File: src/mcr_pkg.sv
package mcr_pkg;

    // Register indices as printed; byte address is four times the index
    localparam logic [7:0] IDX_EEPROM_POS  = 8'h12;
    localparam logic [7:0] IDX_MISC_CTRL   = 8'h13;
    localparam logic [7:0] IDX_TEST_ZERO   = 8'h14;
    localparam logic [7:0] IDX_TEST_ONE    = 8'h17;
    localparam logic [7:0] IDX_ALLOC_SIZE  = 8'h1c;
    localparam int unsigned BYTES_PER_REG  = 4;
    localparam int unsigned PADDR_W        = 8;

    // eeprom_position fields
    localparam int unsigned EE_BASE_LSB    = 3;
    localparam int unsigned EE_EN_BIT      = 0;
    localparam int unsigned EE_ADDR_LSB    = 11;
    // misc_system_control fields
    localparam int unsigned STRETCH_LSB    = 2;
    localparam int unsigned UPPER_HALF_BIT = 1;
    localparam int unsigned FLASH_EN_BIT   = 0;
    // memory_allocation_size fields
    localparam int unsigned REG_SW_BIT     = 7;
    localparam int unsigned EEP_SW_LSB     = 4;
    localparam int unsigned RAM_SW_LSB     = 0;

    // Reset values
    localparam logic [1:0] STRETCH_RESET    = 2'h3;
    localparam logic       UPPER_HALF_RESET = 1'b0;
    localparam logic [7:0] TEST_REG_VALUE   = 8'h00;

    // Memory sizes in bytes
    localparam logic [15:0] SIZE_1K  = 16'h0400;
    localparam logic [15:0] SIZE_2K  = 16'h0800;
    localparam logic [15:0] SIZE_4K  = 16'h1000;
    localparam logic [15:0] SIZE_8K  = 16'h2000;
    localparam logic [15:0] SIZE_16K = 16'h4000;

    // Operating modes; peripheral mode counts as a special mode
    typedef enum logic [2:0] {
        MODE_SPECIAL_SINGLE   = 3'h0,
        MODE_SPECIAL_TEST     = 3'h1,
        MODE_PERIPHERAL       = 3'h2,
        MODE_SPECIAL_EXPANDED = 3'h3,
        MODE_NORMAL_SINGLE    = 3'h4,
        MODE_NORMAL_EXPANDED  = 3'h5,
        MODE_EMUL_SINGLE      = 3'h6,
        MODE_EMUL_EXPANDED    = 3'h7
    } mcr_mode_t;

    typedef enum logic [0:0] {
        BUS_IDLE = 1'b0,
        BUS_RESP = 1'b1
    } mcr_bus_state_t;

    // APB request from the master
    typedef struct packed {
        logic               psel;
        logic               penable;
        logic               pwrite;
        logic [PADDR_W-1:0] paddr;
        logic [31:0]        pwdata;
        logic [3:0]         pstrb;
    } mcr_apb_req_t;

    // Settings handed to the address decoder and stretch logic
    typedef struct packed {
        logic        eeprom_map_enable;
        logic [4:0]  eeprom_base_upper_bits;
        logic [1:0]  external_stretch_field;
        logic [1:0]  stretch_cycles;
        logic        flash_upper_half_only;
        logic        flash_map_enable;
        logic        flash_lower_half_visible;
    } mcr_map_t;

    // Sizes and placements derived from the integration switches
    typedef struct packed {
        logic [15:0] register_space_bytes;
        logic [15:0] eeprom_alloc_bytes;
        logic [15:0] ram_alloc_bytes;
        logic [15:0] ram_region_bytes;
        logic [2:0]  ram_position_bits;
        logic [15:0] ram_reset_base;
        logic [15:0] ram_start_offset;
        logic [15:0] ram_base_mask;
    } mcr_alloc_t;

endpackage

File: src/mcr_regs.sv
// What this block does
// - EEPROM enable bit writable always, every mode
// - EEPROM base writable always, or once option
// - Register writes reach mapping one cycle later
// - Position bits 7:3 give EEPROM base upper
// - Position bit 0 maps or hides EEPROM
// - Stretch field: once normal/emulation, free special
// - External accesses stretched by field value E clocks
// - Stretch ignored in single chip, peripheral modes
// - Visibility bit blocks lower-half flash pages
// - Flash enable bit maps or removes flash
// - Flash bits: once normal/emulation, free special
// - Control register reset values, flash enable by mode
// - Test registers readable, writes change nothing
// - Size register shows switches, ignores writes
// - Size bit 7 shows register space switch
// - Size bits 5:4 show EEPROM allocation
// - RAM switch bits show 2K to 16K
// - RAM code sets region, position bits, base
// - High-align places small RAM at region top
// - Register block takes 1K or 2K bytes
//
// Chosen here: the APB register port.
`timescale 1ns/1ns
`default_nettype none

module mcr_regs #(
    parameter logic [7:0] EEPROM_POS_RESET   = 8'h00,
    parameter bit         EE_BASE_WRITE_ONCE = 1'b0,
    parameter bit         FLASH_EN_EXPANDED  = 1'b0,
    parameter bit         REG_SPACE_SWITCH   = 1'b0,
    parameter logic [1:0] EEPROM_SIZE_SWITCH = 2'h0,
    parameter logic [2:0] RAM_SIZE_SWITCH    = 3'h0
) (
    // Clock and reset
    input  wire logic                 sys_clk,
    input  wire logic                 arst_n,
    // APB slave
    input  wire mcr_pkg::mcr_apb_req_t apb_req,
    output logic [31:0]               prdata,
    output logic                      pready,
    output logic                      pslverr,
    // Operating mode from the core, same clock
    input  wire mcr_pkg::mcr_mode_t   op_mode,
    // Decoder side
    input  wire logic                 ram_high_align,
    input  wire logic [15:0]          cpu_addr,
    output logic                      eeprom_hit,
    output mcr_pkg::mcr_map_t         map_cfg,
    output mcr_pkg::mcr_alloc_t       alloc_cfg
);

    localparam logic [7:0] ADDR_EEPROM_POS =
        8'(mcr_pkg::IDX_EEPROM_POS * mcr_pkg::BYTES_PER_REG);
    localparam logic [7:0] ADDR_MISC_CTRL =
        8'(mcr_pkg::IDX_MISC_CTRL * mcr_pkg::BYTES_PER_REG);
    localparam logic [7:0] ADDR_TEST_ZERO =
        8'(mcr_pkg::IDX_TEST_ZERO * mcr_pkg::BYTES_PER_REG);
    localparam logic [7:0] ADDR_TEST_ONE =
        8'(mcr_pkg::IDX_TEST_ONE * mcr_pkg::BYTES_PER_REG);
    localparam logic [7:0] ADDR_ALLOC_SIZE =
        8'(mcr_pkg::IDX_ALLOC_SIZE * mcr_pkg::BYTES_PER_REG);

    typedef struct packed {
        mcr_pkg::mcr_bus_state_t bus;
        logic [31:0]             rdata;
        logic                    slverr;
        logic                    init_done;
        logic [4:0]              ee_base;
        logic                    ee_en;
        logic                    ee_locked;
        logic [1:0]              stretch;
        logic                    upper_half;
        logic                    flash_en;
        logic                    misc_locked;
    } mcr_state_t;

    mcr_state_t state_q;
    mcr_state_t state_d;

    logic       special_mode;
    logic       expanded_mode;
    logic       flash_reset_val;
    logic       access;
    logic       mapped;
    logic [7:0] read_byte;
    logic [7:0] size_byte;
    logic [7:0] wbyte;
    logic       wr_commit;
    logic       ee_wr_hit;
    logic       misc_wr_hit;
    logic       ee_base_wr_ok;
    logic       misc_wr_ok;
    logic [7:0] ee_read;
    logic [7:0] misc_read;
    logic [15:0] ee_mask;
    logic [15:0] ee_window_base;

    // Mode table; single chip and peripheral modes have no bus to stretch
    always_comb begin
        special_mode    = 1'b0;
        expanded_mode   = 1'b0;
        flash_reset_val = 1'b1;
        case (op_mode)
            mcr_pkg::MODE_SPECIAL_SINGLE: begin
                special_mode    = 1'b1;
                expanded_mode   = 1'b0;
                flash_reset_val = 1'b1;
            end
            mcr_pkg::MODE_SPECIAL_TEST: begin
                special_mode    = 1'b1;
                expanded_mode   = 1'b1;
                flash_reset_val = 1'b0;
            end
            mcr_pkg::MODE_PERIPHERAL: begin
                special_mode    = 1'b1;
                expanded_mode   = 1'b0;
                flash_reset_val = 1'b1;
            end
            mcr_pkg::MODE_SPECIAL_EXPANDED: begin
                special_mode    = 1'b1;
                expanded_mode   = 1'b1;
                flash_reset_val = FLASH_EN_EXPANDED;
            end
            mcr_pkg::MODE_NORMAL_SINGLE: begin
                special_mode    = 1'b0;
                expanded_mode   = 1'b0;
                flash_reset_val = 1'b1;
            end
            mcr_pkg::MODE_NORMAL_EXPANDED: begin
                special_mode    = 1'b0;
                expanded_mode   = 1'b1;
                flash_reset_val = FLASH_EN_EXPANDED;
            end
            mcr_pkg::MODE_EMUL_SINGLE: begin
                special_mode    = 1'b0;
                expanded_mode   = 1'b0;
                flash_reset_val = 1'b1;
            end
            mcr_pkg::MODE_EMUL_EXPANDED: begin
                special_mode    = 1'b0;
                expanded_mode   = 1'b1;
                flash_reset_val = FLASH_EN_EXPANDED;
            end
            default: begin
                special_mode = 1'b0;
            end
        endcase
    end

    // Switch visibility register; unused bits stay zero
    always_comb begin
        size_byte = 8'h00;
        size_byte[mcr_pkg::REG_SW_BIT] = REG_SPACE_SWITCH;
        size_byte[mcr_pkg::EEP_SW_LSB +: 2] = EEPROM_SIZE_SWITCH;
        size_byte[mcr_pkg::RAM_SW_LSB +: 3] = RAM_SIZE_SWITCH;
    end

    assign access = apb_req.psel && apb_req.penable;
    assign wbyte  = apb_req.pwdata[7:0];

    // Unimplemented bit positions are tied low, so they read as zero
    assign ee_read   = {state_q.ee_base, 2'h0, state_q.ee_en};
    assign misc_read = {4'h0, state_q.stretch, state_q.upper_half,
                        state_q.flash_en};

    // Read mux and address decode
    always_comb begin
        mapped    = 1'b1;
        read_byte = 8'h00;
        case (apb_req.paddr)
            ADDR_EEPROM_POS: begin
                read_byte = ee_read;
            end
            ADDR_MISC_CTRL: begin
                read_byte = misc_read;
            end
            ADDR_TEST_ZERO,
            ADDR_TEST_ONE: begin
                read_byte = mcr_pkg::TEST_REG_VALUE;
            end
            ADDR_ALLOC_SIZE: begin
                read_byte = size_byte;
            end
            default: begin
                mapped = 1'b0;
            end
        endcase
    end

    // A write lands at the edge where pready is sampled high
    assign wr_commit = access && apb_req.pwrite && apb_req.pstrb[0]
                       && (state_q.bus == mcr_pkg::BUS_RESP) && mapped;

    // Write-once fields lock on the first write outside special modes
    assign ee_wr_hit     = wr_commit && (apb_req.paddr == ADDR_EEPROM_POS);
    assign misc_wr_hit   = wr_commit && (apb_req.paddr == ADDR_MISC_CTRL);
    assign ee_base_wr_ok = !EE_BASE_WRITE_ONCE || special_mode
                           || !state_q.ee_locked;
    assign misc_wr_ok    = special_mode || !state_q.misc_locked;

    always_comb begin
        state_d = state_q;
        // Flash enable reset value depends on the mode seen after reset
        if (!state_q.init_done) begin
            state_d.init_done = 1'b1;
            state_d.flash_en  = flash_reset_val;
        end

        // One wait state on every access so read data leaves a flip-flop
        case (state_q.bus)
            mcr_pkg::BUS_IDLE: begin
                if (access) begin
                    state_d.bus    = mcr_pkg::BUS_RESP;
                    state_d.rdata  = {24'h000000, read_byte};
                    state_d.slverr = !mapped;
                end
            end
            mcr_pkg::BUS_RESP: begin
                state_d.bus = mcr_pkg::BUS_IDLE;
            end
            default: begin
                state_d.bus = mcr_pkg::BUS_IDLE;
            end
        endcase

        if (ee_wr_hit) begin
            state_d.ee_en = wbyte[mcr_pkg::EE_EN_BIT];
            if (ee_base_wr_ok) begin
                state_d.ee_base = wbyte[mcr_pkg::EE_BASE_LSB +: 5];
            end
            if (EE_BASE_WRITE_ONCE && !special_mode) begin
                state_d.ee_locked = 1'b1;
            end
        end

        // Any write spends the one allowed write, even with unchanged data
        if (misc_wr_hit) begin
            if (misc_wr_ok) begin
                state_d.stretch =
                    wbyte[mcr_pkg::STRETCH_LSB +: 2];
                state_d.upper_half =
                    wbyte[mcr_pkg::UPPER_HALF_BIT];
                state_d.flash_en =
                    wbyte[mcr_pkg::FLASH_EN_BIT];
            end
            if (!special_mode) begin
                state_d.misc_locked = 1'b1;
            end
        end
        // Test and size registers take no write at all
    end

    always_ff @(posedge sys_clk or negedge arst_n) begin
        if (!arst_n) begin
            state_q.bus         <= mcr_pkg::BUS_IDLE;
            state_q.rdata       <= 32'h00000000;
            state_q.slverr      <= 1'b0;
            state_q.init_done   <= 1'b0;
            state_q.ee_base     <= EEPROM_POS_RESET[mcr_pkg::EE_BASE_LSB +: 5];
            state_q.ee_en       <= EEPROM_POS_RESET[mcr_pkg::EE_EN_BIT];
            state_q.ee_locked   <= 1'b0;
            state_q.stretch     <= mcr_pkg::STRETCH_RESET;
            state_q.upper_half  <= mcr_pkg::UPPER_HALF_RESET;
            state_q.flash_en    <= 1'b0;
            state_q.misc_locked <= 1'b0;
        end else begin
            state_q <= state_d;
        end
    end

    assign pready  = (state_q.bus == mcr_pkg::BUS_RESP);
    assign prdata  = state_q.rdata;
    assign pslverr = state_q.slverr;

    // Outputs come straight from the registers, so a write shows next cycle
    always_comb begin
        map_cfg.eeprom_map_enable      = state_q.ee_en;
        map_cfg.eeprom_base_upper_bits = state_q.ee_base;
        map_cfg.external_stretch_field = state_q.stretch;
        if (expanded_mode) begin
            map_cfg.stretch_cycles = state_q.stretch;
        end else begin
            map_cfg.stretch_cycles = 2'h0;
        end
        map_cfg.flash_upper_half_only  = state_q.upper_half;
        map_cfg.flash_map_enable       = state_q.flash_en;
        map_cfg.flash_lower_half_visible =
            state_q.flash_en && !state_q.upper_half;
    end

    // Allocation tables from the integration switches
    always_comb begin
        if (REG_SPACE_SWITCH) begin
            alloc_cfg.register_space_bytes = mcr_pkg::SIZE_2K;
        end else begin
            alloc_cfg.register_space_bytes = mcr_pkg::SIZE_1K;
        end

        case (EEPROM_SIZE_SWITCH)
            2'h1:    alloc_cfg.eeprom_alloc_bytes = mcr_pkg::SIZE_2K;
            2'h2:    alloc_cfg.eeprom_alloc_bytes = mcr_pkg::SIZE_4K;
            2'h3:    alloc_cfg.eeprom_alloc_bytes = mcr_pkg::SIZE_8K;
            default: alloc_cfg.eeprom_alloc_bytes = 16'h0000;
        endcase
        alloc_cfg.ram_alloc_bytes = 16'(({13'h0000, RAM_SIZE_SWITCH} + 16'h1)
                                        * mcr_pkg::SIZE_2K);
        case (RAM_SIZE_SWITCH)
            3'h0: begin
                alloc_cfg.ram_region_bytes  = mcr_pkg::SIZE_2K;
                alloc_cfg.ram_position_bits = 3'h5;
                alloc_cfg.ram_reset_base    = 16'h0800;
            end
            3'h1: begin
                alloc_cfg.ram_region_bytes  = mcr_pkg::SIZE_4K;
                alloc_cfg.ram_position_bits = 3'h4;
                alloc_cfg.ram_reset_base    = 16'h0000;
            end
            3'h2: begin
                alloc_cfg.ram_region_bytes  = mcr_pkg::SIZE_8K;
                alloc_cfg.ram_position_bits = 3'h3;
                alloc_cfg.ram_reset_base    = 16'h0800;
            end
            3'h3: begin
                alloc_cfg.ram_region_bytes  = mcr_pkg::SIZE_8K;
                alloc_cfg.ram_position_bits = 3'h3;
                alloc_cfg.ram_reset_base    = 16'h0000;
            end
            3'h4: begin
                alloc_cfg.ram_region_bytes  = mcr_pkg::SIZE_16K;
                alloc_cfg.ram_position_bits = 3'h2;
                alloc_cfg.ram_reset_base    = 16'h1800;
            end
            3'h5: begin
                alloc_cfg.ram_region_bytes  = mcr_pkg::SIZE_16K;
                alloc_cfg.ram_position_bits = 3'h2;
                alloc_cfg.ram_reset_base    = 16'h1000;
            end
            3'h6: begin
                alloc_cfg.ram_region_bytes  = mcr_pkg::SIZE_16K;
                alloc_cfg.ram_position_bits = 3'h2;
                alloc_cfg.ram_reset_base    = 16'h0800;
            end
            3'h7: begin
                alloc_cfg.ram_region_bytes  = mcr_pkg::SIZE_16K;
                alloc_cfg.ram_position_bits = 3'h2;
                alloc_cfg.ram_reset_base    = 16'h0000;
            end
            default: begin
                alloc_cfg.ram_region_bytes  = mcr_pkg::SIZE_16K;
                alloc_cfg.ram_position_bits = 3'h2;
                alloc_cfg.ram_reset_base    = 16'h0000;
            end
        endcase

        alloc_cfg.ram_base_mask = ~(alloc_cfg.ram_region_bytes - 16'h1);
        // Unused part of the region sits above or below the RAM
        if (ram_high_align) begin
            alloc_cfg.ram_start_offset =
                alloc_cfg.ram_region_bytes - alloc_cfg.ram_alloc_bytes;
        end else begin
            alloc_cfg.ram_start_offset = 16'h0000;
        end
    end

    // EEPROM window compare; size comes from the allocation switch.
    // A base not aligned to the window size is rounded down to it.
    assign ee_window_base =
        16'(state_q.ee_base) << mcr_pkg::EE_ADDR_LSB;
    assign ee_mask    = ~(alloc_cfg.eeprom_alloc_bytes - 16'h1);
    assign eeprom_hit = state_q.ee_en
        && (alloc_cfg.eeprom_alloc_bytes != 16'h0000)
        && ((cpu_addr & ee_mask)
            == (ee_window_base & ee_mask));

endmodule

`default_nettype wire

File: config.mk
export PLATFORM = sky130hd
export DESIGN_NAME = mcr_regs
export DESIGN_NICKNAME = d
export VERILOG_FILES = /design/src/mcr_pkg.sv /design/src/mcr_regs.sv
export SDC_FILE = /design/constraint.sdc
export NUM_CORES = 1
export LEC_CHECK = 0
export BUFFER_PORTS_ARGS = -buffer_cell sky130_fd_sc_hd__buf_4
export CAP_MARGIN = 10
export CORE_AREA = 2 2 90 92
export CTS_CLUSTER_SIZE = 24
export DETAILED_ROUTE_END_ITERATION = 8
export DIE_AREA = 0 0 92 94
export PLACE_DENSITY = 0.67
export SLEW_MARGIN = 20
export SYNTH_ARGS = -nofsm -noshare
export SYNTH_HDL_FRONTEND = slang
export SYNTH_SLANG_ARGS = --single-unit
File: constraint.sdc
create_clock -name sys_clk -period 3 [get_ports sys_clk]
set_clock_uncertainty 0.1 [all_clocks]
set_input_delay 0.75 -clock sys_clk [delete_from_list [all_inputs] [get_ports sys_clk]]
set_output_delay 0.75 -clock sys_clk [all_outputs]
set_load 0.03 [all_outputs]
# Word-level counts from Yosys, hierarchy flattened
# Memories as Yosys holds them, arrays and structs flattened.
# Index checks and enable logic that the tools add are counted.
[word_totals]
output_inout_bits = 163
memories = 1
mem_bits_ro = 24
reg_bits = 22
in_bits = 69
[op_classes]
n_eq_ne = 5
n_reduce_logical = 16
mux = 9
n_bitwise = 2
[memory_table]
columns = ["memory", "depth", "width", "read_ports", "rd_clocked_by_memory_dff", "wr", "line_no", "text"]
rows = [
  ["(name not given)", 8, 3, 1, 0, 0, "mcr_regs.sv:104", "case (op_mode)"],
]
[op_table]
columns = ["op", "n"]
rows = [
  ["8-bit by 7-bit == test with 1-bit output, second input constant", 5],
  ["34-bit 2-to-1 mux", 1],
  ["8-bit one-hot mux with 2 select lines", 1],
  ["1-bit logical AND", 8],
  ["2-bit AND reduction", 3],
  ["5-bit OR reduction", 1],
  ["1-bit 2-to-1 mux", 4],
  ["2-bit 2-to-1 mux", 2],
  ["1-bit zero test", 3],
  ["1-bit inverter", 2],
  ["1-bit one-hot mux with 2 select lines", 1],
  ["1-bit logical OR", 1],
]

# Logic depth before layout (Yosys ltp)
[logic_depth]
depth_word = 7
mapped_depth = 5

# Least setup slack after synthesis
# No wires, ideal clock.
[synth_path]
path_kind = "in2reg"
start = "in apb_req[43] in the netlist's numbering"
end = "reg state_q, in the netlist map_cfg[10]"
setup_ps = 125
setup_slack_ps = 407
path_buffers = 0
cell_stages = 4
t_arrival_ps = 2368
cell_sequence = "or4b_4 > or4_4 > nor3_4 > mux2_2"
[synth_via]
elab_chain_len = 5
[synth_rtl]
columns = ["element", "line_no", "text"]
rows = [
  ["start, declared", "mcr_regs.sv:39", "input wire mcr_pkg::mcr_apb_req_t apb_req,"],
  ["8-bit by 7-bit == test with 1-bit output (on tied branches)", "mcr_regs.sv:171, mcr_regs.sv:196", ""],
  ["5-bit OR reduction (no source line)", "n/a", ""],
  ["1-bit 2-to-1 mux", "mcr_regs.sv:171", "case (apb_req.paddr)"],
  ["1-bit logical AND", "mcr_regs.sv:193", "&& (state_q.bus == mcr_pkg::BUS_RESP) && mapped;"],
  ["1-bit logical AND *", "mcr_regs.sv:196", "assign ee_wr_hit = wr_commit && (apb_req.paddr == ADDR_EEPROM_POS);"],
  ["end signal, assigned", "mcr_regs.sv:268", "state_q <= state_d;"],
  ["end, declared", "mcr_regs.sv:78", "mcr_state_t state_q;"],
]
# Mark *: on every way between the ends. The rest lies on a longest branch, timed or not.
# A chain may end at the register's enable or synchronous reset.

# Worst setup path after layout
[layout_path]
start = "in apb_req[43] in the netlist's numbering"
end = "reg state_q, in the netlist map_cfg[8]"
# The elaborated chain is that of the path after synthesis.

==> run summary <==
critical-path maximum fanout = 6
Placed Cells = 363
final-report setup violation count = 0
register area share after synthesis = 0.259
Reg clk slew, reported paths = 0.07 ns
worst slack, placed = 0.179 ns
core area = 7610 um2
share of layout cells above drive strength 1 = 0.250
Area growth, synth to finish = -7.38%
reg2reg start = pready$_DFF_PN0_
input/output buffers = 46
crit path buf inv count = 1
Post-Synthesis Cells = 236
FF+latch count, synth = 22
DRC viols = 0
CP startpoint kind = input port
CP arrival = 2.58 ns
crit path time final = 2.54 ns
Fin. Hold Viols = 0
via count = 1,105
Antenna Nets Post-Route = 0
Worst R2R Setup Slack = 1.32 ns
worst slew pin tran = 0.513 ns
worst setup margin = 0.460 ns
Pwr Total = 0.770 mW
diodes inserted = 0
clk buf depth = 2
Final Non-Filler Cells = 366
run status = completed
DP Wirelength = 2690 um
Crit path largest cell delay = 0.55 ns
Setup CP Type = in -> reg
drt wl/cell = 8.34 um
vias in the first global route = 890
Setup Buffers After CTS = 0
Yosys top cell area share = 0.555
Max-Cap Viols = 0
RSZ-0062 raised after global routing = no
dominant cells by area after synthesis = buf_4, dfrtp_1, mux2_2, dfstp_2, nand2_1
placed cell area = 1940 um2
cts repair resizes = 0
post-route setup TNS = 0 ns
worst-case reg-to-reg path depth = 3
Slew HR = 0.655
f_max = 0.394 GHz
cts hold-fix bufs = 0
clk_lat worst skew = 0.25 ns
total wire length = 3050 um
critical-path cell list = buf_4 > or4b_4 > or4_4 > nor3_4 > mux2_2
WP data required = 3.04 ns
# H-tree levels = 1
Critical-path top delay cell = or4b_4
Yosys cell types = 26
synth cell count leaders = buf_4, dfrtp_1, mux2_2, nand2_1, a22o_1
num rows = 32
synthesized cell area = 2140 um2
hold_ws = 0.272 ns
Mapped Avg Cell Area = 9.06 um2
Die Area = 8650 um2
gr usage total = 0.0612
initial antenna violation count = 0
Die X = 92 um
yosys warns = 0
Worst Hold Class = in -> async
Detailed Routing Iterations Pass 1 = 4
worst setup path startpoint = apb_req[43]
placer congestion estimate = 0.692
clk root buf = clkbuf_8
Core Util, Final = 0.260
# IOs = 232
Layout Nets = 335
GRT overflow = 0
initial drt markers = 8
power density over the cells = 389 nW/um2
count leader, synth = buf_4
design area = 1980 um2
largest net degree at the start of global routing = 23
maximum vdd drop = 0.230 mV
Starting Density = 0.281
RR Endpoint = prdata[6]$_DFFE_PN0P_
Top FF cell, synth = dfrtp_1
Die H = 94 um
number of flops mapped to enable cells by yosys = 0
first-pass GRT wire length = 4320 um
DR vias/cell = 3.02
# clock sinks = 22
Max Slew Vio Count = 0
Leak = 1.16 nW
leading area contributor after synthesis = buf_4
CTS tree = yes
period utilization = 0.847
endpoint class of the critical path = flop
Largest delay share family, worst path = simple AND/OR/NAND/NOR gates
ys async rst share = 1.00
CTS Buf Count = 3
[placed cells by master (no fill, tap or decap)]
cell type and n:
or4b_4 1, or3_2 1, nor2_1 3, a22o_1 4, nand2_1 10, buf_4 46
clkbuf_8 3, nand3_1 1, nand4_1 1, a21oi_1 1, nor3_1 2, o31ai_1 2
or2_2 1, mux2i_1 3, nor2b_1 1, mux2_2 10, conb_1 141, inv_1 1
dfrtp_1 20, dfstp_2 2, or4_4 1, nor3_4 1, o21ai_0 3, nand2b_1 2
and2_1 2, a41o_1 1
[cell type report]
class | count | area, um2
multi-input combinational | 192 | 908
tap | 102 | 128
clock buffer | 3 | 41.3
inverter | 1 | 3.75
fill | 837 | 5630
sequential | 22 | 553
timing repair buffer | 46 | 345
[how the worst max path moves through the flow]
stage               cells after the start                       to
finish                                  5   map_cfg[8]$_DFFE_PN0P_
global route                            5  map_cfg[10]$_DFFE_PN0P_
CTS                                     5   map_cfg[8]$_DFFE_PN0P_
detailed placement                      5   map_cfg[8]$_DFFE_PN0P_
global placement                        5  map_cfg[11]$_DFFE_PN0P_
floorplan                               4  map_cfg[10]$_DFFE_PN0P_
[registers in the layout (all words and copies together), names as in the netlist]
signal and count:
map_cfg 10, prdata 8, pready 1, pslverr 1, state_q 2
[logic make-up after synthesis]
| group | share of synthesized area |
|---|---|
| AO/OA/AOI/OAI | 0.0375 |
| AND/OR/NAND/NOR | 0.0732 |
| multiplexers | 0.0667 |
| flip-flops | 0.259 |
| buffers and inverters | 0.560 |
| other | 0.00351 |
[layer usage]
layer,wire (um),track usage,part of all wire,vias to the layer above
li1,-,-,-,507
met1,1110,0.0776,0.36,498
met2,1580,0.107,0.52,98
met3,342,0.0104,0.11,2
met4,15,0.0187,0.0049,0
met5,0,0,0,-
[where the power goes]
part	total, mW	switching (mW)	leakage [nW]	internal (mW)
Combinational	0.291	0.261	0.851	0.0297
Sequential	0.302	0.00269	0.290	0.300
Clock	0.177	0.0875	0.0216	0.0893
Total	0.770	0.351	1.16	0.419
Note: power is estimated with default switching activity, not from simulation.
